`src/design/crst_params.svh`:
```
// Register map, field positions and reset values of the card reset block
`ifndef CRST_PARAMS_SVH
`define CRST_PARAMS_SVH

`define CRST_ADDR_SUPCTL 16'hFE03
`define CRST_ADDR_SIGCTL 16'hFE0A
`define CRST_ADDR_BYTECTL 16'hFE12
`define CRST_ADDR_INITIAL_CHAR_TIMEOUT_VALUE 16'hFE21
`define CRST_ADDR_RLEN 16'hFE22
`define CRST_ADDR_FLTCTL 16'hFFD4
`define CRST_ADDR_IRQSTAT 16'hFE40
`define CRST_ADDR_IRQEN 16'hFE41
`define CRST_ADDR_IRQCLR 16'hFE42

`define CRST_BIT_HOLD 7
`define CRST_BIT_DETEN 6
`define CRST_BIT_OVRD 6
`define CRST_BIT_FLTDIS 5
`define CRST_BIT_FLTSTAT 5
`define CRST_BIT_SUPOK 3
`define CRST_BIT_EV_TS 0
`define CRST_BIT_EV_FLT 1

`define CRST_RST_INITIAL_CHAR_TIMEOUT_VALUE 8'h00
`define CRST_RST_RLEN 8'h70
`define CRST_RST_FLTCTL 8'h00
`define CRST_RST_CTL 8'h00
`define CRST_FLTCTL_MASK 8'h67

`endif

```
`src/design/crst_pkg.sv`:
```
// Types shared by the card reset block
package crst_pkg;
    typedef enum logic [1:0] {
        ST_HOLD,
        ST_DELAY,
        ST_REL
    } crst_state_e;
    typedef logic [7:0] crst_byte_t;
    typedef logic [1:0] crst_ev_t;
endpackage

```
`src/design/crst_tmr_if.sv`:
```
// Control bundle between the sequencer and one ETU timer
interface crst_tmr_if;
    logic en;
    logic tick;
    logic start;
    logic stop;
    logic [7:0] limit;
    logic expire;
    logic busy;
    modport ctrl (output en, output tick, output start, output stop, output limit,
                  input expire, input busy);
    modport tmr (input en, input tick, input start, input stop, input limit,
                 output expire, output busy);
endinterface

```
`src/design/crst_etu_timer.sv`:
```
// ETU counting timer with a one-cycle expiry pulse
module crst_etu_timer #(
    parameter bit INCLUSIVE = 1'b0
) (
    input wire logic sys_clk_i,
    input wire logic resetn_i,
    crst_tmr_if.tmr t
);
    logic [7:0] cnt_q;
    logic [7:0] lim_q;
    logic busy_q;
    logic expire_q;
    logic last;

    // Inclusive mode fires only once the limit is exceeded, not reached
    assign last = INCLUSIVE ? (cnt_q == lim_q) : (8'(cnt_q + 8'h01) == lim_q);
    assign t.busy = busy_q;
    assign t.expire = expire_q;

    always_ff @(posedge sys_clk_i or negedge resetn_i)
    begin
        if (!resetn_i)
        begin
            cnt_q <= 8'h00;
            lim_q <= 8'h00;
            busy_q <= 1'b0;
            expire_q <= 1'b0;
        end
        else if (t.en)
        begin
            expire_q <= 1'b0;
            if (t.start)
            begin
                busy_q <= 1'b1;
                cnt_q <= 8'h00;
                lim_q <= t.limit;
            end
            else if (t.stop)
            begin
                busy_q <= 1'b0;
            end
            else if (busy_q && t.tick)
            begin
                if (last)
                begin
                    busy_q <= 1'b0;
                    expire_q <= 1'b1;
                end
                else
                begin
                    cnt_q <= 8'(cnt_q + 8'h01);
                end
            end
        end
    end

    property p_tick_only;
        @(posedge sys_clk_i) disable iff (!resetn_i)
        t.en && !t.tick && !t.start |=> $stable(cnt_q);
    endproperty
    a_tick_only: assert property (p_tick_only)
        else $error("ETU counter moved without a tick");
endmodule

```
`src/design/crst_top.sv`:
```
// Card reset sequencing, answer-to-reset start timing and core supply fault supervision
//
// The implementer's own choice: the strobed register port.
`include "crst_params.svh"

// Behaviour
// - Detect enable measures release-to-first-character ETUs, limit 8-bit
// - Initial-character timer starts at reset release
// - Late first character raises mute-card timeout
// - Release delayed by reset-length ETUs, default 0x70
// - Zero length, no hold: release on supply good
// - Hold bit drives card reset low
// - Clearing hold releases after reset-length delay
// - Hold before power-up keeps card in reset
// - Enabled low supply deactivates card interface
// - Override bit selects threshold from field
// - Override clear uses factory default threshold
// - Fault-disable bit turns supervision off
// - Codes 000-111 map 2.3V to 3.0V
// - Initial-character timer timeout raises firmware interrupt
module crst_top
    import crst_pkg::*;
(
    input wire logic sys_clk_i,
    input wire logic resetn_i,
    input wire logic clk_en_i,
    input wire logic [15:0] addr_i,
    input wire logic [7:0] wdata_i,
    input wire logic wr_i,
    input wire logic rd_i,
    output logic [7:0] rdata_o,
    input wire logic etu_tick_i,
    input wire logic first_char_edge_i,
    input wire logic card_supply_good_i,
    input wire logic [7:0] vdd_below_i,
    input wire logic [2:0] fuse_thr_i,
    output logic card_reset_n_o,
    output logic card_deactivate_o,
    output logic [2:0] fault_threshold_o,
    output logic irq_o
);
    crst_state_e state_q;
    crst_state_e state_d;
    crst_byte_t sigctl_q;
    crst_byte_t bytectl_q;
    crst_byte_t initial_char_timeout_value_q;
    crst_byte_t rlen_q;
    crst_byte_t fltctl_q;
    crst_byte_t rdata_q;
    crst_ev_t status_q;
    crst_ev_t irq_en_q;
    crst_ev_t ev;
    crst_ev_t clr;
    logic [1:0] sup_sync_q;
    logic [7:0] low_meta_q;
    logic [7:0] low_q;
    logic [2:0] fuse_q;
    logic fuse_done_q;
    logic [2:0] thr_q;
    logic deact_q;
    logic fault_cond;
    logic sup_ok;
    logic hold;
    logic det_en;
    logic rel_start;

    crst_tmr_if rd_t ();
    crst_tmr_if ts_t ();

    assign sup_ok = sup_sync_q[1];
    assign hold = sigctl_q[`CRST_BIT_HOLD];
    assign det_en = bytectl_q[`CRST_BIT_DETEN];

    // Card supply good is a comparator level from the analog side
    always_ff @(posedge sys_clk_i or negedge resetn_i)
    begin
        if (!resetn_i)
        begin
            sup_sync_q <= 2'b00;
            low_meta_q <= 8'h00;
            low_q <= 8'h00;
        end
        else if (clk_en_i)
        begin
            sup_sync_q <= {sup_sync_q[0], card_supply_good_i};
            low_meta_q <= vdd_below_i;
            low_q <= low_meta_q;
        end
    end

    // Fuses are caught once after release; reset itself may only load constants
    always_ff @(posedge sys_clk_i or negedge resetn_i)
    begin
        if (!resetn_i)
        begin
            fuse_q <= 3'h0;
            fuse_done_q <= 1'b0;
        end
        else if (clk_en_i && !fuse_done_q)
        begin
            fuse_q <= fuse_thr_i;
            fuse_done_q <= 1'b1;
        end
    end

    // Threshold code n selects comparator n: 2.3V plus n times 0.1V
    always_ff @(posedge sys_clk_i or negedge resetn_i)
    begin
        if (!resetn_i)
        begin
            thr_q <= 3'h0;
        end
        else if (clk_en_i)
        begin
            if (fltctl_q[`CRST_BIT_OVRD])
            begin
                thr_q <= fltctl_q[2:0];
            end
            else
            begin
                thr_q <= fuse_q;
            end
        end
    end

    assign fault_threshold_o = thr_q;
    assign fault_cond = !fltctl_q[`CRST_BIT_FLTDIS] && low_q[thr_q];

    always_ff @(posedge sys_clk_i or negedge resetn_i)
    begin
        if (!resetn_i)
        begin
            deact_q <= 1'b0;
        end
        else if (clk_en_i)
        begin
            deact_q <= fault_cond;
        end
    end

    assign card_deactivate_o = deact_q;

    // Reset sequencing; a supply loss or fault always returns to hold
    always_comb
    begin
        state_d = state_q;
        unique case (state_q)
            ST_HOLD:
            begin
                if (sup_ok && !hold && !deact_q)
                begin
                    state_d = (rlen_q == 8'h00) ? ST_REL : ST_DELAY;
                end
            end
            ST_DELAY:
            begin
                if (hold || !sup_ok || deact_q)
                begin
                    state_d = ST_HOLD;
                end
                else if (rd_t.expire)
                begin
                    state_d = ST_REL;
                end
            end
            ST_REL:
            begin
                if (hold || !sup_ok || deact_q)
                begin
                    state_d = ST_HOLD;
                end
            end
        endcase
    end

    always_ff @(posedge sys_clk_i or negedge resetn_i)
    begin
        if (!resetn_i)
        begin
            state_q <= ST_HOLD;
        end
        else if (clk_en_i)
        begin
            state_q <= state_d;
        end
    end

    assign card_reset_n_o = (state_q == ST_REL);
    assign rel_start = (state_q != ST_REL) && (state_d == ST_REL);

    assign rd_t.en = clk_en_i;
    assign rd_t.tick = etu_tick_i;
    assign rd_t.start = (state_q == ST_HOLD) && (state_d == ST_DELAY);
    assign rd_t.stop = (state_d != ST_DELAY);
    assign rd_t.limit = rlen_q;

    assign ts_t.en = clk_en_i;
    assign ts_t.tick = etu_tick_i;
    assign ts_t.start = rel_start && det_en;
    assign ts_t.stop = first_char_edge_i || (state_d != ST_REL);
    assign ts_t.limit = initial_char_timeout_value_q;

    crst_etu_timer #(.INCLUSIVE(1'b0)) u_rlen_tmr (
        .sys_clk_i(sys_clk_i),
        .resetn_i(resetn_i),
        .t(rd_t)
    );

    // Limit counts as allowed ETUs, so a timeout means it was exceeded
    crst_etu_timer #(.INCLUSIVE(1'b1)) u_ts_tmr (
        .sys_clk_i(sys_clk_i),
        .resetn_i(resetn_i),
        .t(ts_t)
    );

    assign ev[`CRST_BIT_EV_TS] = ts_t.expire;
    assign ev[`CRST_BIT_EV_FLT] = fault_cond && !deact_q;
    assign clr = (wr_i && addr_i == `CRST_ADDR_IRQCLR) ? wdata_i[1:0] : 2'b00;

    // A new event in the clear cycle survives the clear
    always_ff @(posedge sys_clk_i or negedge resetn_i)
    begin
        if (!resetn_i)
        begin
            status_q <= 2'b00;
        end
        else if (clk_en_i)
        begin
            status_q <= (status_q & ~clr) | ev;
        end
    end

    assign irq_o = |(status_q & irq_en_q);

    always_ff @(posedge sys_clk_i or negedge resetn_i)
    begin
        if (!resetn_i)
        begin
            sigctl_q <= `CRST_RST_CTL;
            bytectl_q <= `CRST_RST_CTL;
            initial_char_timeout_value_q <= `CRST_RST_INITIAL_CHAR_TIMEOUT_VALUE;
            rlen_q <= `CRST_RST_RLEN;
            fltctl_q <= `CRST_RST_FLTCTL;
            irq_en_q <= 2'b00;
        end
        else if (clk_en_i && wr_i)
        begin
            unique case (addr_i)
                `CRST_ADDR_SIGCTL: sigctl_q <= wdata_i;
                `CRST_ADDR_BYTECTL: bytectl_q <= wdata_i;
                `CRST_ADDR_INITIAL_CHAR_TIMEOUT_VALUE: initial_char_timeout_value_q <= wdata_i;
                `CRST_ADDR_RLEN: rlen_q <= wdata_i;
                `CRST_ADDR_FLTCTL: fltctl_q <= wdata_i & `CRST_FLTCTL_MASK;
                `CRST_ADDR_IRQEN: irq_en_q <= wdata_i[1:0];
                default: ;
            endcase
        end
    end

    always_ff @(posedge sys_clk_i or negedge resetn_i)
    begin
        if (!resetn_i)
        begin
            rdata_q <= 8'h00;
        end
        else if (clk_en_i)
        begin
            rdata_q <= 8'h00;
            if (rd_i)
            begin
                unique case (addr_i)
                    `CRST_ADDR_SUPCTL: rdata_q <= {2'b00, deact_q, 1'b0, sup_ok, 3'b000};
                    `CRST_ADDR_SIGCTL: rdata_q <= sigctl_q;
                    `CRST_ADDR_BYTECTL: rdata_q <= bytectl_q;
                    `CRST_ADDR_INITIAL_CHAR_TIMEOUT_VALUE: rdata_q <= initial_char_timeout_value_q;
                    `CRST_ADDR_RLEN: rdata_q <= rlen_q;
                    `CRST_ADDR_FLTCTL: rdata_q <= fltctl_q;
                    `CRST_ADDR_IRQSTAT: rdata_q <= {6'h00, status_q};
                    `CRST_ADDR_IRQEN: rdata_q <= {6'h00, irq_en_q};
                    default: rdata_q <= 8'h00;
                endcase
            end
        end
    end

    assign rdata_o = rdata_q;

    property p_hold_low;
        @(posedge sys_clk_i) disable iff (!resetn_i)
        clk_en_i && hold |=> !card_reset_n_o;
    endproperty
    a_hold_low: assert property (p_hold_low)
        else $error("Card reset released while hold bit set");

    property p_zero_len;
        @(posedge sys_clk_i) disable iff (!resetn_i)
        clk_en_i && state_q == ST_HOLD && sup_ok && !hold && !deact_q && rlen_q == 8'h00
            |=> card_reset_n_o;
    endproperty
    a_zero_len: assert property (p_zero_len)
        else $error("Zero length did not release at once");

    property p_delay_release;
        @(posedge sys_clk_i) disable iff (!resetn_i)
        $rose(card_reset_n_o) && $past(state_q) == ST_DELAY |-> $past(rd_t.expire);
    endproperty
    a_delay_release: assert property (p_delay_release)
        else $error("Release before reset length elapsed");

    property p_nonzero_waits;
        @(posedge sys_clk_i) disable iff (!resetn_i)
        clk_en_i && state_q == ST_HOLD && rlen_q != 8'h00 |=> !card_reset_n_o;
    endproperty
    a_nonzero_waits: assert property (p_nonzero_waits)
        else $error("Nonzero length released without delay");

    property p_release_needs_clear;
        @(posedge sys_clk_i) disable iff (!resetn_i)
        $rose(card_reset_n_o) |-> !$past(hold) && $past(sup_ok);
    endproperty
    a_release_needs_clear: assert property (p_release_needs_clear)
        else $error("Release while held or unpowered");

    property p_ts_start;
        @(posedge sys_clk_i) disable iff (!resetn_i)
        clk_en_i && rel_start && det_en && !first_char_edge_i |=> ts_t.busy;
    endproperty
    a_ts_start: assert property (p_ts_start)
        else $error("Initial character timer not started at release");

    property p_ts_flag;
        @(posedge sys_clk_i) disable iff (!resetn_i)
        clk_en_i && ts_t.expire |=> status_q[`CRST_BIT_EV_TS];
    endproperty
    a_ts_flag: assert property (p_ts_flag)
        else $error("Initial character timeout not flagged");

    property p_fault_deact;
        @(posedge sys_clk_i) disable iff (!resetn_i)
        clk_en_i && fault_cond |=> card_deactivate_o ##1 (!$past(clk_en_i) || !card_reset_n_o);
    endproperty
    a_fault_deact: assert property (p_fault_deact)
        else $error("Supply fault did not deactivate card");

    property p_fault_off;
        @(posedge sys_clk_i) disable iff (!resetn_i)
        clk_en_i && fltctl_q[`CRST_BIT_FLTDIS] |=> !card_deactivate_o;
    endproperty
    a_fault_off: assert property (p_fault_off)
        else $error("Deactivation while fault detection disabled");

    property p_thr_sel;
        @(posedge sys_clk_i) disable iff (!resetn_i)
        clk_en_i |=> fault_threshold_o ==
            ($past(fltctl_q[`CRST_BIT_OVRD]) ? $past(fltctl_q[2:0]) : $past(fuse_q));
    endproperty
    a_thr_sel: assert property (p_thr_sel)
        else $error("Wrong fault threshold source");

    // An enabled event must reach the pin unless the enable is being rewritten
    property p_irq;
        @(posedge sys_clk_i) disable iff (!resetn_i)
        clk_en_i && |(ev & irq_en_q) && !(wr_i && addr_i == `CRST_ADDR_IRQEN) |=> irq_o;
    endproperty
    a_irq: assert property (p_irq)
        else $error("Interrupt output disagrees with status");

    c_release: cover property (@(posedge sys_clk_i) disable iff (!resetn_i)
        $rose(card_reset_n_o) && $past(state_q) == ST_DELAY);
    c_ts_timeout: cover property (@(posedge sys_clk_i) disable iff (!resetn_i) ts_t.expire);
    c_fault: cover property (@(posedge sys_clk_i) disable iff (!resetn_i) $rose(deact_q));
endmodule

```
`config.mk`:
```
export PLATFORM = sky130hd
export DESIGN_NAME = crst_top
export DESIGN_NICKNAME = d
export VERILOG_FILES = /design/src/design/crst_pkg.sv /design/src/design/crst_tmr_if.sv /design/src/design/crst_etu_timer.sv /design/src/design/crst_top.sv
export VERILOG_INCLUDE_DIRS = /design/src /design/src/design
export SDC_FILE = /design/constraint.sdc
export NUM_CORES = 1
export LEC_CHECK = 0
export BUFFER_PORTS_ARGS = -buffer_cell sky130_fd_sc_hd__buf_2
export CAP_MARGIN = 10
export CORE_MARGIN = 1
export CORE_UTILIZATION = 59
export DETAILED_ROUTE_END_ITERATION = 16
export PLACE_DENSITY = 0.8
export SLEW_MARGIN = 20
export SYNTH_ARGS = -nofsm -noshare
export SYNTH_HDL_FRONTEND = slang
export SYNTH_SLANG_ARGS = --single-unit
```
`constraint.sdc`:
```
create_clock -name sys_clk_i -period 3.1 [get_ports sys_clk_i]
set_clock_uncertainty 0.2 [all_clocks]
set_input_delay 0.155 -clock sys_clk_i [delete_from_list [all_inputs] [get_ports sys_clk_i]]
set_output_delay 0.155 -clock sys_clk_i [all_outputs]
set_load 0.03 [all_outputs]
```
**After elaboration in Yosys (flattened, before gate mapping)**

Index checks and enable logic that the tools add are counted.

- Output and inout bits: 14
- Register bits: 113
- Logic and storage cells: 130

- Multiplexer cells: 36
- Bitwise operators: 4
- Reductions and logical operators: 41
- Magnitude comparators: 1
- Add/subtract/negate cells: 2
- Equality and inequality tests: 22

Operators by type and width:

| kind | count |
|---|---|
| == test 16 bit (second input constant) | 9 |
| two-way mux 8 bit | 9 |
| one-hot mux 8 bit (8 select lines) | 1 |
| two-way mux 1 bit | 17 |
| adder 8 x 1 -> 8 bit (second input constant) | 2 |
| == test 8 bit | 2 |
| AND reduction 2 bit | 8 |
| logical AND 1 bit | 12 |
| two-way mux 2 bit | 6 |
| != test 2 bit (second input constant) | 6 |
| nonzero test 3 bit | 4 |
| logical NOT 8 bit | 1 |
| AND reduction 4 bit | 2 |
| one-hot mux 2 bit (3 select lines) | 1 |
| AND reduction 3 bit | 2 |
| logical NOT 1 bit | 5 |
| AND 2 bit | 2 |
| == test 2 x 1 -> 1 bit (second input constant) | 2 |
| == test 2 bit (second input constant) | 2 |
| < comparator 3 x 4 -> 1 bit (second input constant) | 1 |
| nonzero test 2 bit | 2 |
| binary-select mux 1 bit (select 3 bit) | 1 |
| logical OR 1 bit | 3 |
| two-way mux 3 bit | 1 |
| 5 further kinds | 5 |

**Longest topological paths before layout**

Gate-level depths: netlist of the first run.

- Depth after elaboration: 10
- Mapped depth: 9
- Depth with buffers taken out: 8

**Cells and area by module**

From an unflattened synthesis of the first run, not the netlist that was laid out.

- Cell total of the unflattened synthesis: 548
- Area, all modules: 6135.9 um^2

Modules (own cells, without submodules):

| module | times used | cells an instance | area an instance (um^2) |
|---|---|---|---|
| crst_top | 1 | 323 | 3901.2 |
| crst_etu_timer at u_rlen_tmr | 1 | 122 | 1164.9 |
| crst_etu_timer at u_ts_tmr | 1 | 103 | 1069.8 |

**Worst setup path after synthesis of the first run**

Ideal clock, no wire load.

- Path type: reg2reg
- Start: register deact_q, in the netlist card_deactivate_o
- End: register u_ts_tmr.cnt_q[6]
- Stages on the path, launching flop included: 8
- Library setup time: 0.077 ns
- Data arrival time: 2.315 ns
- Path slack: 0.507 ns
- Required time: 2.823 ns
- Cells stage by stage: dfrtp_1 -> or3b_1 -> buf_6 -> nand3b_4 -> a32oi_4 -> o211ai_2 -> or4_1 -> a21oi_1

- Longest elaborated chain between the ends: 9
- Elaborated cells between the ends (all ways): 17
- Those cells by class: eq/ne (4); mux (5); reduce/logical (8)

RTL lines:

| item | line | source |
|---|---|---|
| start: declaration | crst_top.sv:60 | `logic deact_q;` |
| start signal: assignment | crst_top.sv:137 | `deact_q <= fault_cond;` |
| logical NOT 1 bit | crst_top.sv:150 | `if (sup_ok && !hold && !deact_q)` |
| logical AND 1 bit | crst_top.sv:150 |  |
| two-way mux 2 bit | crst_top.sv:150 |  |
| one-hot mux 2 bit (3 select lines) * | crst_top.sv:147 | `unique case (state_q)` |
| == test 2 bit | crst_top.sv:189 | `assign rel_start = (state_q != ST_REL) && (state_d == ST_REL);` |
| logical AND 1 bit | crst_top.sv:189 |  |
| logical AND 1 bit | crst_top.sv:199 | `assign ts_t.start = rel_start && det_en;` |
| != test 2 bit (no line) or nonzero test 2 bit (tied branches) | n/a |  |
| AND reduction 4 bit (no line) | n/a |  |
| end signal: assignment | crst_etu_timer.sv:51 | `cnt_q <= 8'(cnt_q + 8'h01);` |
| end: declaration | crst_etu_timer.sv:9 | `logic [7:0] cnt_q;` |

Every way passes the cells marked *; elsewhere a longest branch is shown, timed or not.
A chain may end at the register's enable or synchronous reset.

**Final worst setup path of the first run**

- Start: register state_q[0]
- End: register u_ts_tmr.cnt_q[7]

- Longest elaborated chain between the ends: 8
- Elaborated cells between the ends (all ways): 19
- Those cells by class: eq/ne (7); mux (6); reduce/logical (6)

RTL lines:

| item | line | source |
|---|---|---|
| start: declaration | crst_top.sv:42 | `crst_state_e state_q;` |
| start signal: assignment | crst_top.sv:184 | `state_q <= state_d;` |
| two-way mux 2 bit | crst_top.sv:161 | `else if (rd_t.expire)` |
| two-way mux 2 bit | crst_top.sv:157 | `if (hold \|\| !sup_ok \|\| deact_q)` |
| one-hot mux 2 bit (3 select lines) | crst_top.sv:147 |  |
| == test 2 bit | crst_top.sv:189 |  |
| logical AND 1 bit | crst_top.sv:189 |  |
| logical AND 1 bit | crst_top.sv:199 |  |
| != test 2 bit (no line) or nonzero test 2 bit (tied branches) | n/a |  |
| AND reduction 4 bit (no line) | n/a |  |

Several ways; a longest one is shown, not always the timed one.

==> results.json, run 1 <==
{
  "synth_ff_type": "dfrtp_1",
  "grt_util_met2": 0.534,
  "ys_ff_latch": 113,
  "crit_start": "state_q[0]",
  "p_seq_frac": 0.383,
  "cts_tree": "yes",
  "worstPathRequired_ps": 3350,
  "outcome": "finished clean",
  "combPwrFrac": 0.194,
  "ys_types": 64,
  "cts_sinks": 113,
  "synth_cells": 494,
  "placed_area_um2": 6160,
  "holdWs_ps": 34.5,
  "tightestPinTransition_ps": 744,
  "relSlewSlack": 0.504,
  "met1_usage": 0.419,
  "async_flop_share": 1.00,
  "p_int_mw": 2.90,
  "grt_usage": 0.320,
  "viasPerCell": 6.26,
  "vias": 4577,
  "clkLatencyLatePin_ps": 520,
  "power_density_nw_per_um2": 612,
  "worst_setup_path_end_kind": "register",
  "synth.yosys.seq_area_share": 0.497,
  "area_growth_syn_to_layout_pct": 22.7,
  "clk_pin_slew_ps": 60,
  "worstHoldPathType": "primary input to register",
  "drc": 0,
  "dp_slack_ps": 261,
  "final_area_um2": 7000,
  "finalSetupTns_ps": 0,
  "rows": 35,
  "timing.rr.start": "state_q[0]",
  "drt-initial-drc-count": 311,
  "synthesis.area_um2": 5700,
  "die_area_um2": 10100,
  "setup_viol": 0,
  "ys_warn_count": 0,
  "antenna_cells": 0,
  "peakVddDrop_mv": 0.411,
  "htree_levels": 4,
  "start_util": 0.614,
  "grt_use_met3": 0.0557,
  "drv_slew": 0,
  "dpl.hpwl_mm": 9.48,
  "core_area_um2": 9280,
  "grt_busiest_layer": "met2",
  "wl_per_cell_um": 20.0,
  "die_h_um": 100,
  "fin_crit_ps": 2840,
  "grt_pass1_vias": 4727,
  "grt_max_degree": 58,
  "final_common_cell": "dfrtp_1",
  "antenna_left": 0,
  "cts.root.buffer_cell": "clkbuf_8",
  "die_w_um": 100,
  "cts_setup_buffers": 0,
  "startpoint_type": "register",
  "boundaryPins": 57,
  "p_sw_mw": 1.38,
  "drv_cap": 0,
  "crit_fanout": 8,
  "fin_nets": 637,
  "hold_start": "clk_en_i",
  "p_leak_nw": 3.21,
  "synth_edf_count": 0,
  "power_frac_clock": 0.423,
  "finalHoldViolations": 0,
  "layout_common_cells": "dfrtp_1, mux2_2, buf_2",
  "synthesis.nets": 542,
  "period_share": 0.916,
  "antenna_found_initial": 0,
  "avgSynthCellArea_um2": 11.5,
  "dr.pass1.iters": 5,
  "finalWorstSetupSlack_ps": 261,
  "critPathKind": "register to register",
  "gp_congestion": 0.855,
  "portBuffers": 56,
  "rsz0062_at_grt": "no",
  "grt_pass1_wl_mm": 24.3,
  "cts_buffer_depth": 2,
  "finalWirelength_mm": 14.6,
  "numCtsBuffers": 17,
  "fmax_ghz": 0.352,
  "grt-ovfl-total": 0,
  "swShare": 0.323,
  "crit_arrival_ps": 3090,
  "drive_gt1_frac": 0.322
}
critical path, stage by stage (launching register included):
cell	delay, ps
dfrtp_1	450
inv_1	120
ha_1	460
o21ai_0	160
nor3_2	410
o2111ai_1	270
or4_1	550
a21oi_1	150
stage by stage:
stage           util  total power, mW  instances
3_3_place_gp   0.664             2.42        671
6_report       0.754             4.28        731
3_5_place_dp   0.664             2.45        671
4_1_cts        0.753             4.28        731
2_1_floorplan      -             2.23        494
5_1_grt        0.754             4.46        731
area by class of cell:
type / instances / area, um2
clock buffers: 17 / 414
fillers: 632 / 2290
flip-flops and latches: 113 / 2830
inverters: 16 / 60.1
clock inverters: 15 / 134
multi-input cells: 345 / 2730
well taps: 129 / 161
repair buffers: 96 / 666
power groups by stage:
stage | Sequential (mW) | Clock, mW | Combinational [mW]
after floorplan | 1.65 | 0 | 0.583
after global placement | 1.66 | 0 | 0.764
after detailed placement | 1.66 | 0 | 0.787
after CTS | 1.64 | 1.82 | 0.821
after global routing | 1.65 | 1.90 | 0.916
final | 1.64 | 1.81 | 0.833
what timing repair did:
item	4_1_cts	5_1_grt
setup endpoints to repair	0	4
endpoints found under the hold margin	117	0
hold buffers	28	0
gates resized for setup	0	1
routing by layer:
layer  vias up  routed length (um)
li1       2075                   -
met1      2271                6050
met2       203                7310
met3        28                 979
met4         0                 305
met5         -                   0
final timing paths:
| path | slack, ps | to | depth (start not counted) |
|---|---|---|---|
| max | 260 | u_ts_tmr.cnt_q[7] | 7 |
| min | 30 | fault_threshold_o[2] | 3 |
| max reg2reg | 260 | u_ts_tmr.cnt_q[7] | 7 |
| min reg2reg | 280 | rdata_o[4] | 1 |
| max in group asynchronous | 1820 | rd_t.limit[6] | 3 |
| min in group asynchronous | 40 | u_ts_tmr.cnt_q[3] | 2 |
kinds of logic after synthesis:
kind of cell,after synthesis,share of synthesized area
flip-flops,113,0.497
XOR/XNOR,20,0.0307
AND/OR/NAND/NOR,138,0.136
buffers and inverters,36,0.0257
AO/OA/AOI/OAI,97,0.129
multiplexers,85,0.170
adder cells (fa/ha/maj),5,0.0110
cell usage after synthesis (all sizes together), types with 6 or more instances:
| master | instances | area share |
|---|---|---|
| a21oi | 20 | 0.018 |
| and3 | 6 | 0.0066 |
| buf | 7 | 0.0066 |
| clkbuf | 13 | 0.0086 |
| dfrtp | 110 | 0.48 |
| inv | 16 | 0.011 |
| mux2 | 76 | 0.15 |
| mux2i | 7 | 0.012 |
| nand2 | 36 | 0.024 |
| nand3 | 15 | 0.013 |
| nand4 | 6 | 0.0066 |
| nor2 | 17 | 0.011 |
| nor3 | 8 | 0.0079 |
| nor4 | 15 | 0.021 |
| o21ai | 14 | 0.012 |
| o311ai | 7 | 0.011 |
| o41ai | 6 | 0.012 |
| xnor2 | 7 | 0.011 |
| xor2 | 13 | 0.020 |
No activity file was read; power rests on OpenSTA's default activity.
==> run 2, diff against run 1 <==
--- a/config.mk
+++ b/config.mk
@@ -10,6 +10,8 @@
 export CAP_MARGIN = 10
 export CORE_MARGIN = 1
 export CORE_UTILIZATION = 59
+export CTS_BUF_LIST = sky130_fd_sc_hd__clkbuf_16
+export CTS_CLUSTER_DIAMETER = 200
 export DETAILED_ROUTE_END_ITERATION = 16
 export PLACE_DENSITY = 0.8
 export SLEW_MARGIN = 20
==> constraint.sdc (replaced) <==
create_clock -name sys_clk_i -period 2.8 [get_ports sys_clk_i]
set_clock_uncertainty 0.2 [all_clocks]
set_input_delay 0.14 -clock sys_clk_i [delete_from_list [all_inputs] [get_ports sys_clk_i]]
set_output_delay 0.14 -clock sys_clk_i [all_outputs]
set_load 0.03 [all_outputs]
==> run 2 against run 1 <==
  * Register-to-register slack worse by 210 ps
  * First-iteration DRC count increased by 7.7%
  * Largest cell class unchanged
  * Maximum frequency increased by 3.4%
  * Routed wire length is 2.2% higher
  * Sequential cell count unchanged
  * Design area grew 0.89%
  * Core utilization rose by 0.67 points
==> results.json, run 2 (synthesis results as in run 1) <==
{
  "outcome": "finished clean",
  "swShare": 0.303,
  "die_w_um": 100,
  "drt-initial-drc-count": 335,
  "die_h_um": 100,
  "clk_pin_slew_ps": 60,
  "critPathSlowestCell": "or4_1",
  "tightestPinTransition_ps": 728,
  "layout_common_cells": "dfrtp_1, mux2_2, buf_2",
  "fin_crit_ps": 2750,
  "cts_buffer_depth": 2,
  "grt_usage": 0.322,
  "grt-ovfl-total": 0,
  "finalHoldViolations": 0,
  "dp_cells": 681,
  "critPathKind": "register to register",
  "gp_congestion": 0.916,
  "slowest_delay_ps": 550,
  "portBuffers": 56,
  "placed_area_um2": 6240,
  "final_cells": 737,
  "antenna_found_initial": 0,
  "p_seq_frac": 0.373,
  "final_area_um2": 7060,
  "rows": 35,
  "grt_pass1_vias": 4722,
  "cts_setup_buffers": 0,
  "rsz0062_at_grt": "yes",
  "antenna_left": 0,
  "drive_gt1_frac": 0.331,
  "core_area_um2": 9280,
  "htree_levels": 4,
  "p_int_mw": 3.40,
  "peakVddDrop_mv": 0.594,
  "fin_nets": 643,
  "die_area_um2": 10100,
  "dpl.hpwl_mm": 9.83,
  "power_frac_clock": 0.428,
  "area_growth_syn_to_layout_pct": 23.8,
  "finalWirelength_mm": 15.0,
  "start_util": 0.614,
  "fillers": 597,
  "viasPerCell": 6.33,
  "grt_pass1_wl_mm": 24.3,
  "drv_slew": 0,
  "cts_tree": "yes",
  "worstHoldPathType": "primary input to register",
  "worstPathRequired_ps": 2930,
  "p_leak_nw": 3.25,
  "drc": 0,
  "finalSetupTns_ps": 0,
  "combPwrFrac": 0.198,
  "period_share": 0.981,
  "finalWorstSetupSlack_ps": 53.8,
  "setup_viol": 0,
  "numCtsBuffers": 17,
  "dr.pass1.iters": 5,
  "relSlewSlack": 0.508,
  "crit_fanout": 7,
  "cts_sinks": 113,
  "clkLatencyLatePin_ps": 410,
  "cts.root.buffer_cell": "clkbuf_16",
  "wl_per_cell_um": 20.3,
  "p_sw_mw": 1.47,
  "grt_max_degree": 50,
  "path_cells": "or3b_1 -> nand3b_4 -> a32oi_4 -> o2111ai_1 -> or4_1 -> a21oi_1",
  "worst_setup_path_end_kind": "register",
  "vias": 4664,
  "fmax_ghz": 0.364,
  "antenna_cells": 0,
  "crit_arrival_ps": 2880,
  "path_delay_family": "simple AND/OR/NAND/NOR gates",
  "startpoint_type": "register",
  "dp_slack_ps": 79.5,
  "power_density_nw_per_um2": 690,
  "final_common_cell": "dfrtp_1",
  "boundaryPins": 57,
  "drv_cap": 0,
  "path_buf_inv": 0
}
-- run 2: changes by cell type in the layout (fill, tap and decap cells not counted), moves of 2 or more --
cell | previous run | this run
inv_6 | 7 | 2
inv_8 | 4 | 0
clkinv_4 | 0 | 2
clkinv_2 | 1 | 3
bufinv_16 | 0 | 2
clkinv_1 | 0 | 2
buf_4 | 12 | 22
dlygate4sd3_1 | 28 | 24
-- run 2: path summary, 6_finish.rpt --
kind / start / end / slack, ps / depth (start not counted)
worst max register to register: card_deactivate_o / u_ts_tmr.cnt_q[7] / 50 / 6
min in group asynchronous: resetn_i / u_ts_tmr.cnt_q[0] / 100 / 2
worst min-delay path: rd_i / rdata_o[7] / 80 / 5
max in group asynchronous: resetn_i / status_q[0] / 1560 / 3
worst max-delay path: card_deactivate_o / u_ts_tmr.cnt_q[7] / 50 / 6
worst min register to register: rdata_o[2] / rdata_o[2] / 290 / 1
-- run 2: final cells by class --
type	instances	area (um2)	share of cell area
flip-flops and latches	113	2830	0.401
multi-input cells	345	2740	0.388
repair buffers	102	701	0.0993
clock buffers	17	425	0.0603
well taps	129	161	0.0229
clock inverters	15	144	0.0204
inverters	16	60.1	0.00851
-- run 2: what timing repair did --
action                                 4_1_cts  5_1_grt
endpoints found under the hold margin      104        0
setup endpoints to repair                    0        7
gates resized for setup                      0        3
hold buffers                                24        0
-- run 2: worst reg2reg max path: cells and delay by family (launching register included) --
| family | cells | cell delay (ps) |
|---|---|---|
| and+or+nand+nor | 3 | 1340 |
| AOI/OAI and AO/OA | 3 | 710 |
| DFF | 1 | 430 |
-- run 2: power groups by stage --
stage | combinational, mW | clock (mW) | sequential (mW)
after floorplan | 0.646 | 0 | 1.83
after global placement | 0.863 | 0 | 1.83
after detailed placement | 0.905 | 0 | 1.84
after CTS | 0.935 | 2.09 | 1.82
after global routing | 1.06 | 2.17 | 1.84
final | 0.966 | 2.09 | 1.82
-- run 2: metal layers --
metal,GRT usage,up-vias,part of all wire
met5,0,-,0
met4,0.116,0,0.017
met3,0.0836,24,0.067
met2,0.536,216,0.51
met1,0.408,2334,0.41
li1,-,2090,-
-- run 2: through the flow --
stage                      util  power, mW  hold slack, ps
final                     0.760       4.87            78.4
after global routing      0.760       5.06            81.0
after CTS                 0.759       4.85            50.8
after detailed placement  0.672       2.75            4.66
after global placement    0.672       2.70           -6.01
after floorplan               -       2.47            -356
==> run 3, diff against run 2 <==
--- a/config.mk
+++ b/config.mk
@@ -6,14 +6,15 @@
 export SDC_FILE = /design/constraint.sdc
 export NUM_CORES = 1
 export LEC_CHECK = 0
-export BUFFER_PORTS_ARGS = -buffer_cell sky130_fd_sc_hd__buf_2
 export CAP_MARGIN = 10
 export CORE_MARGIN = 1
-export CORE_UTILIZATION = 59
+export CORE_UTILIZATION = 60
 export CTS_BUF_LIST = sky130_fd_sc_hd__clkbuf_16
 export CTS_CLUSTER_DIAMETER = 200
 export DETAILED_ROUTE_END_ITERATION = 16
-export PLACE_DENSITY = 0.8
+export DONT_BUFFER_PORTS = 1
+export GPL_TIMING_DRIVEN = 0
+export PLACE_DENSITY = 0.76
 export SLEW_MARGIN = 20
 export SYNTH_ARGS = -nofsm -noshare
 export SYNTH_HDL_FRONTEND = slang
==> run 3 against run 2 <==
  * The flow now finishes with violations (negative hold slack)
  * Global-route usage is 1.3 points lower
  * Final cell count down 6.5%
  * Largest power group unchanged
  * Combinational power up 0.8%
  * Sequential share of layout area increased by 0.97 points
  * Critical path type unchanged
  * Non-clock buffer count is 47 lower
  * Largest cell class is now multi-input combinational cells
  * Highest routed layer unchanged
  * Register-to-register slack hardly changed
  * Sequential cell count unchanged
  * Routed wire length shrank 3.7%
  * First-iteration DRC count shrank 6.6%
  * Via count down 4.3%
==> results.json, run 3 (synthesis results as in run 1) <==
{
  "gp_congestion": 0.860,
  "rows": 35,
  "core_area_um2": 9240,
  "worstHoldPathType": "primary input to async pin",
  "critPathSlowestCell": "dfrtp_2",
  "die_w_um": 99.5,
  "clk_pin_slew_ps": 60,
  "tightestPinTransition_ps": 1100,
  "dpl.hpwl_mm": 9.19,
  "area_growth_syn_to_layout_pct": 21.1,
  "layout_common_cells": "dfrtp_1, mux2_2, nand2_1",
  "fin_nets": 596,
  "finalHoldViolations": 113,
  "finalWorstSetupSlack_ps": 49.0,
  "fin_crit_ps": 2750,
  "grt_usage": 0.309,
  "cts_sinks": 113,
  "startpoint_type": "register",
  "numCtsBuffers": 17,
  "worstPathRequired_ps": 2900,
  "power_density_nw_per_um2": 704,
  "die_h_um": 99.5,
  "grt-ovfl-total": 0,
  "finalSetupTns_ps": 0,
  "antenna_left": 0,
  "drive_gt1_frac": 0.279,
  "timing.rr.start": "card_deactivate_o",
  "holdWs_ps": -775,
  "wl_per_cell_um": 20.9,
  "drt-initial-drc-count": 313,
  "dp_slack_ps": -178,
  "antenna_found_initial": 0,
  "setup_viol": 0,
  "fmax_ghz": 0.364,
  "crit_path_frequent_cell": "buf_4",
  "htree_levels": 4,
  "failed_checks": "negative hold slack",
  "viasPerCell": 6.48,
  "drv_cap": 0,
  "cts_hold_buf": 28,
  "p_leak_nw": 3.01,
  "totalPowerFinal_mw": 4.86,
  "cts_tree": "yes",
  "grt_pass1_vias": 4524,
  "r2r_end": "u_ts_tmr.lim_q[7]",
  "antenna_cells": 0,
  "finalWirelength_mm": 14.4,
  "worst_setup_path_end_kind": "register",
  "cts_buffer_depth": 2,
  "drv_slew": 0,
  "r2r_cells": 8,
  "final_common_cell": "dfrtp_1",
  "die_area_um2": 9900,
  "vias": 4463,
  "period_share": 0.983,
  "boundaryPins": 57,
  "crit_fanout": 6,
  "reg2reg_slack_ps": 50,
  "cts.root.buffer_cell": "clkbuf_16",
  "start_util": 0.617,
  "clkLatencyLatePin_ps": 410,
  "crit_arrival_ps": 2850,
  "drc": 0,
  "path_cells": "or3b_4 -> buf_6 -> nand3b_4 -> a32oi_4 -> buf_4 -> o2111ai_2 -> buf_4 -> mux2_2",
  "relSlewSlack": 0.258,
  "peakVddDrop_mv": 0.526,
  "rsz0062_at_grt": "yes",
  "critPathKind": "register to register",
  "dr.pass1.iters": 5,
  "portBuffers": 0,
  "grt_max_degree": 114,
  "final_util": 0.747,
  "slowest_delay_ps": 510,
  "outcome": "finished with violations",
  "grt_pass1_wl_mm": 23.2
}
run 3: report_power, final:
group | switching [mW] | total, mW | leakage [nW] | internal (mW)
sequential | 0.110 | 1.83 | 1.48 | 1.72
clock | 0.824 | 2.05 | 0.268 | 1.23
combinational | 0.571 | 0.974 | 1.26 | 0.403
total | 1.50 | 4.86 | 3.01 | 3.35
run 3: critical path, delay by kind of cell (launching register included):
family / cells / cell delay, ps
compound gates: 2 / 490
flops: 1 / 510
simple gates: 2 / 610
buf+inv: 3 / 570
mux: 1 / 270
run 3: layer usage:
layer | vias up | global-route usage | part of all wire
li1 | 1983 | - | -
met1 | 2267 | 0.395 | 0.42
met2 | 181 | 0.510 | 0.49
met3 | 32 | 0.0843 | 0.067
met4 | 0 | 0.112 | 0.026
met5 | - | 0 | 0
run 3: stage by stage:
stage,area [um2],std cells
6_report,6900,689
3_5_place_dp,5880,624
5_1_grt,6900,689
3_3_place_gp,5860,623
2_1_floorplan,5700,494
4_1_cts,6770,686
run 3: timing repair:
action | CTS | global route
resized for setup | 5 | 24
setup buffers | 3 | 4
cloned | 0 | 1
endpoints found under the hold margin | 177 | 113
setup endpoints to repair | 13 | 28
pin swaps | 1 | 5
run 3: how the worst max path moves through the flow:
stage / from / to / slack, ps / depth (start not counted)
2_1_floorplan: card_deactivate_o / u_ts_tmr.cnt_q[6] / 210 / 7
3_3_place_gp: addr_i[15] / rdata_o[6] / -160 / 7
3_5_place_dp: state_q[0] / u_rlen_tmr.lim_q[6] / -180 / 8
4_1_cts: card_deactivate_o / u_ts_tmr.cnt_q[6] / 20 / 7
5_1_grt: card_deactivate_o / u_ts_tmr.lim_q[6] / -30 / 8
6_report: card_deactivate_o / u_ts_tmr.lim_q[7] / 50 / 8
run 3: cell type report:
cell class	count	area, um2
fillers	607	2340
repair buffers	36	344
flip-flops and latches	113	2840
multi-input cells	345	2850
well taps	129	161
clock inverters	14	135
plain buffers	19	88.8
inverters	16	60.1
clock buffers	17	425
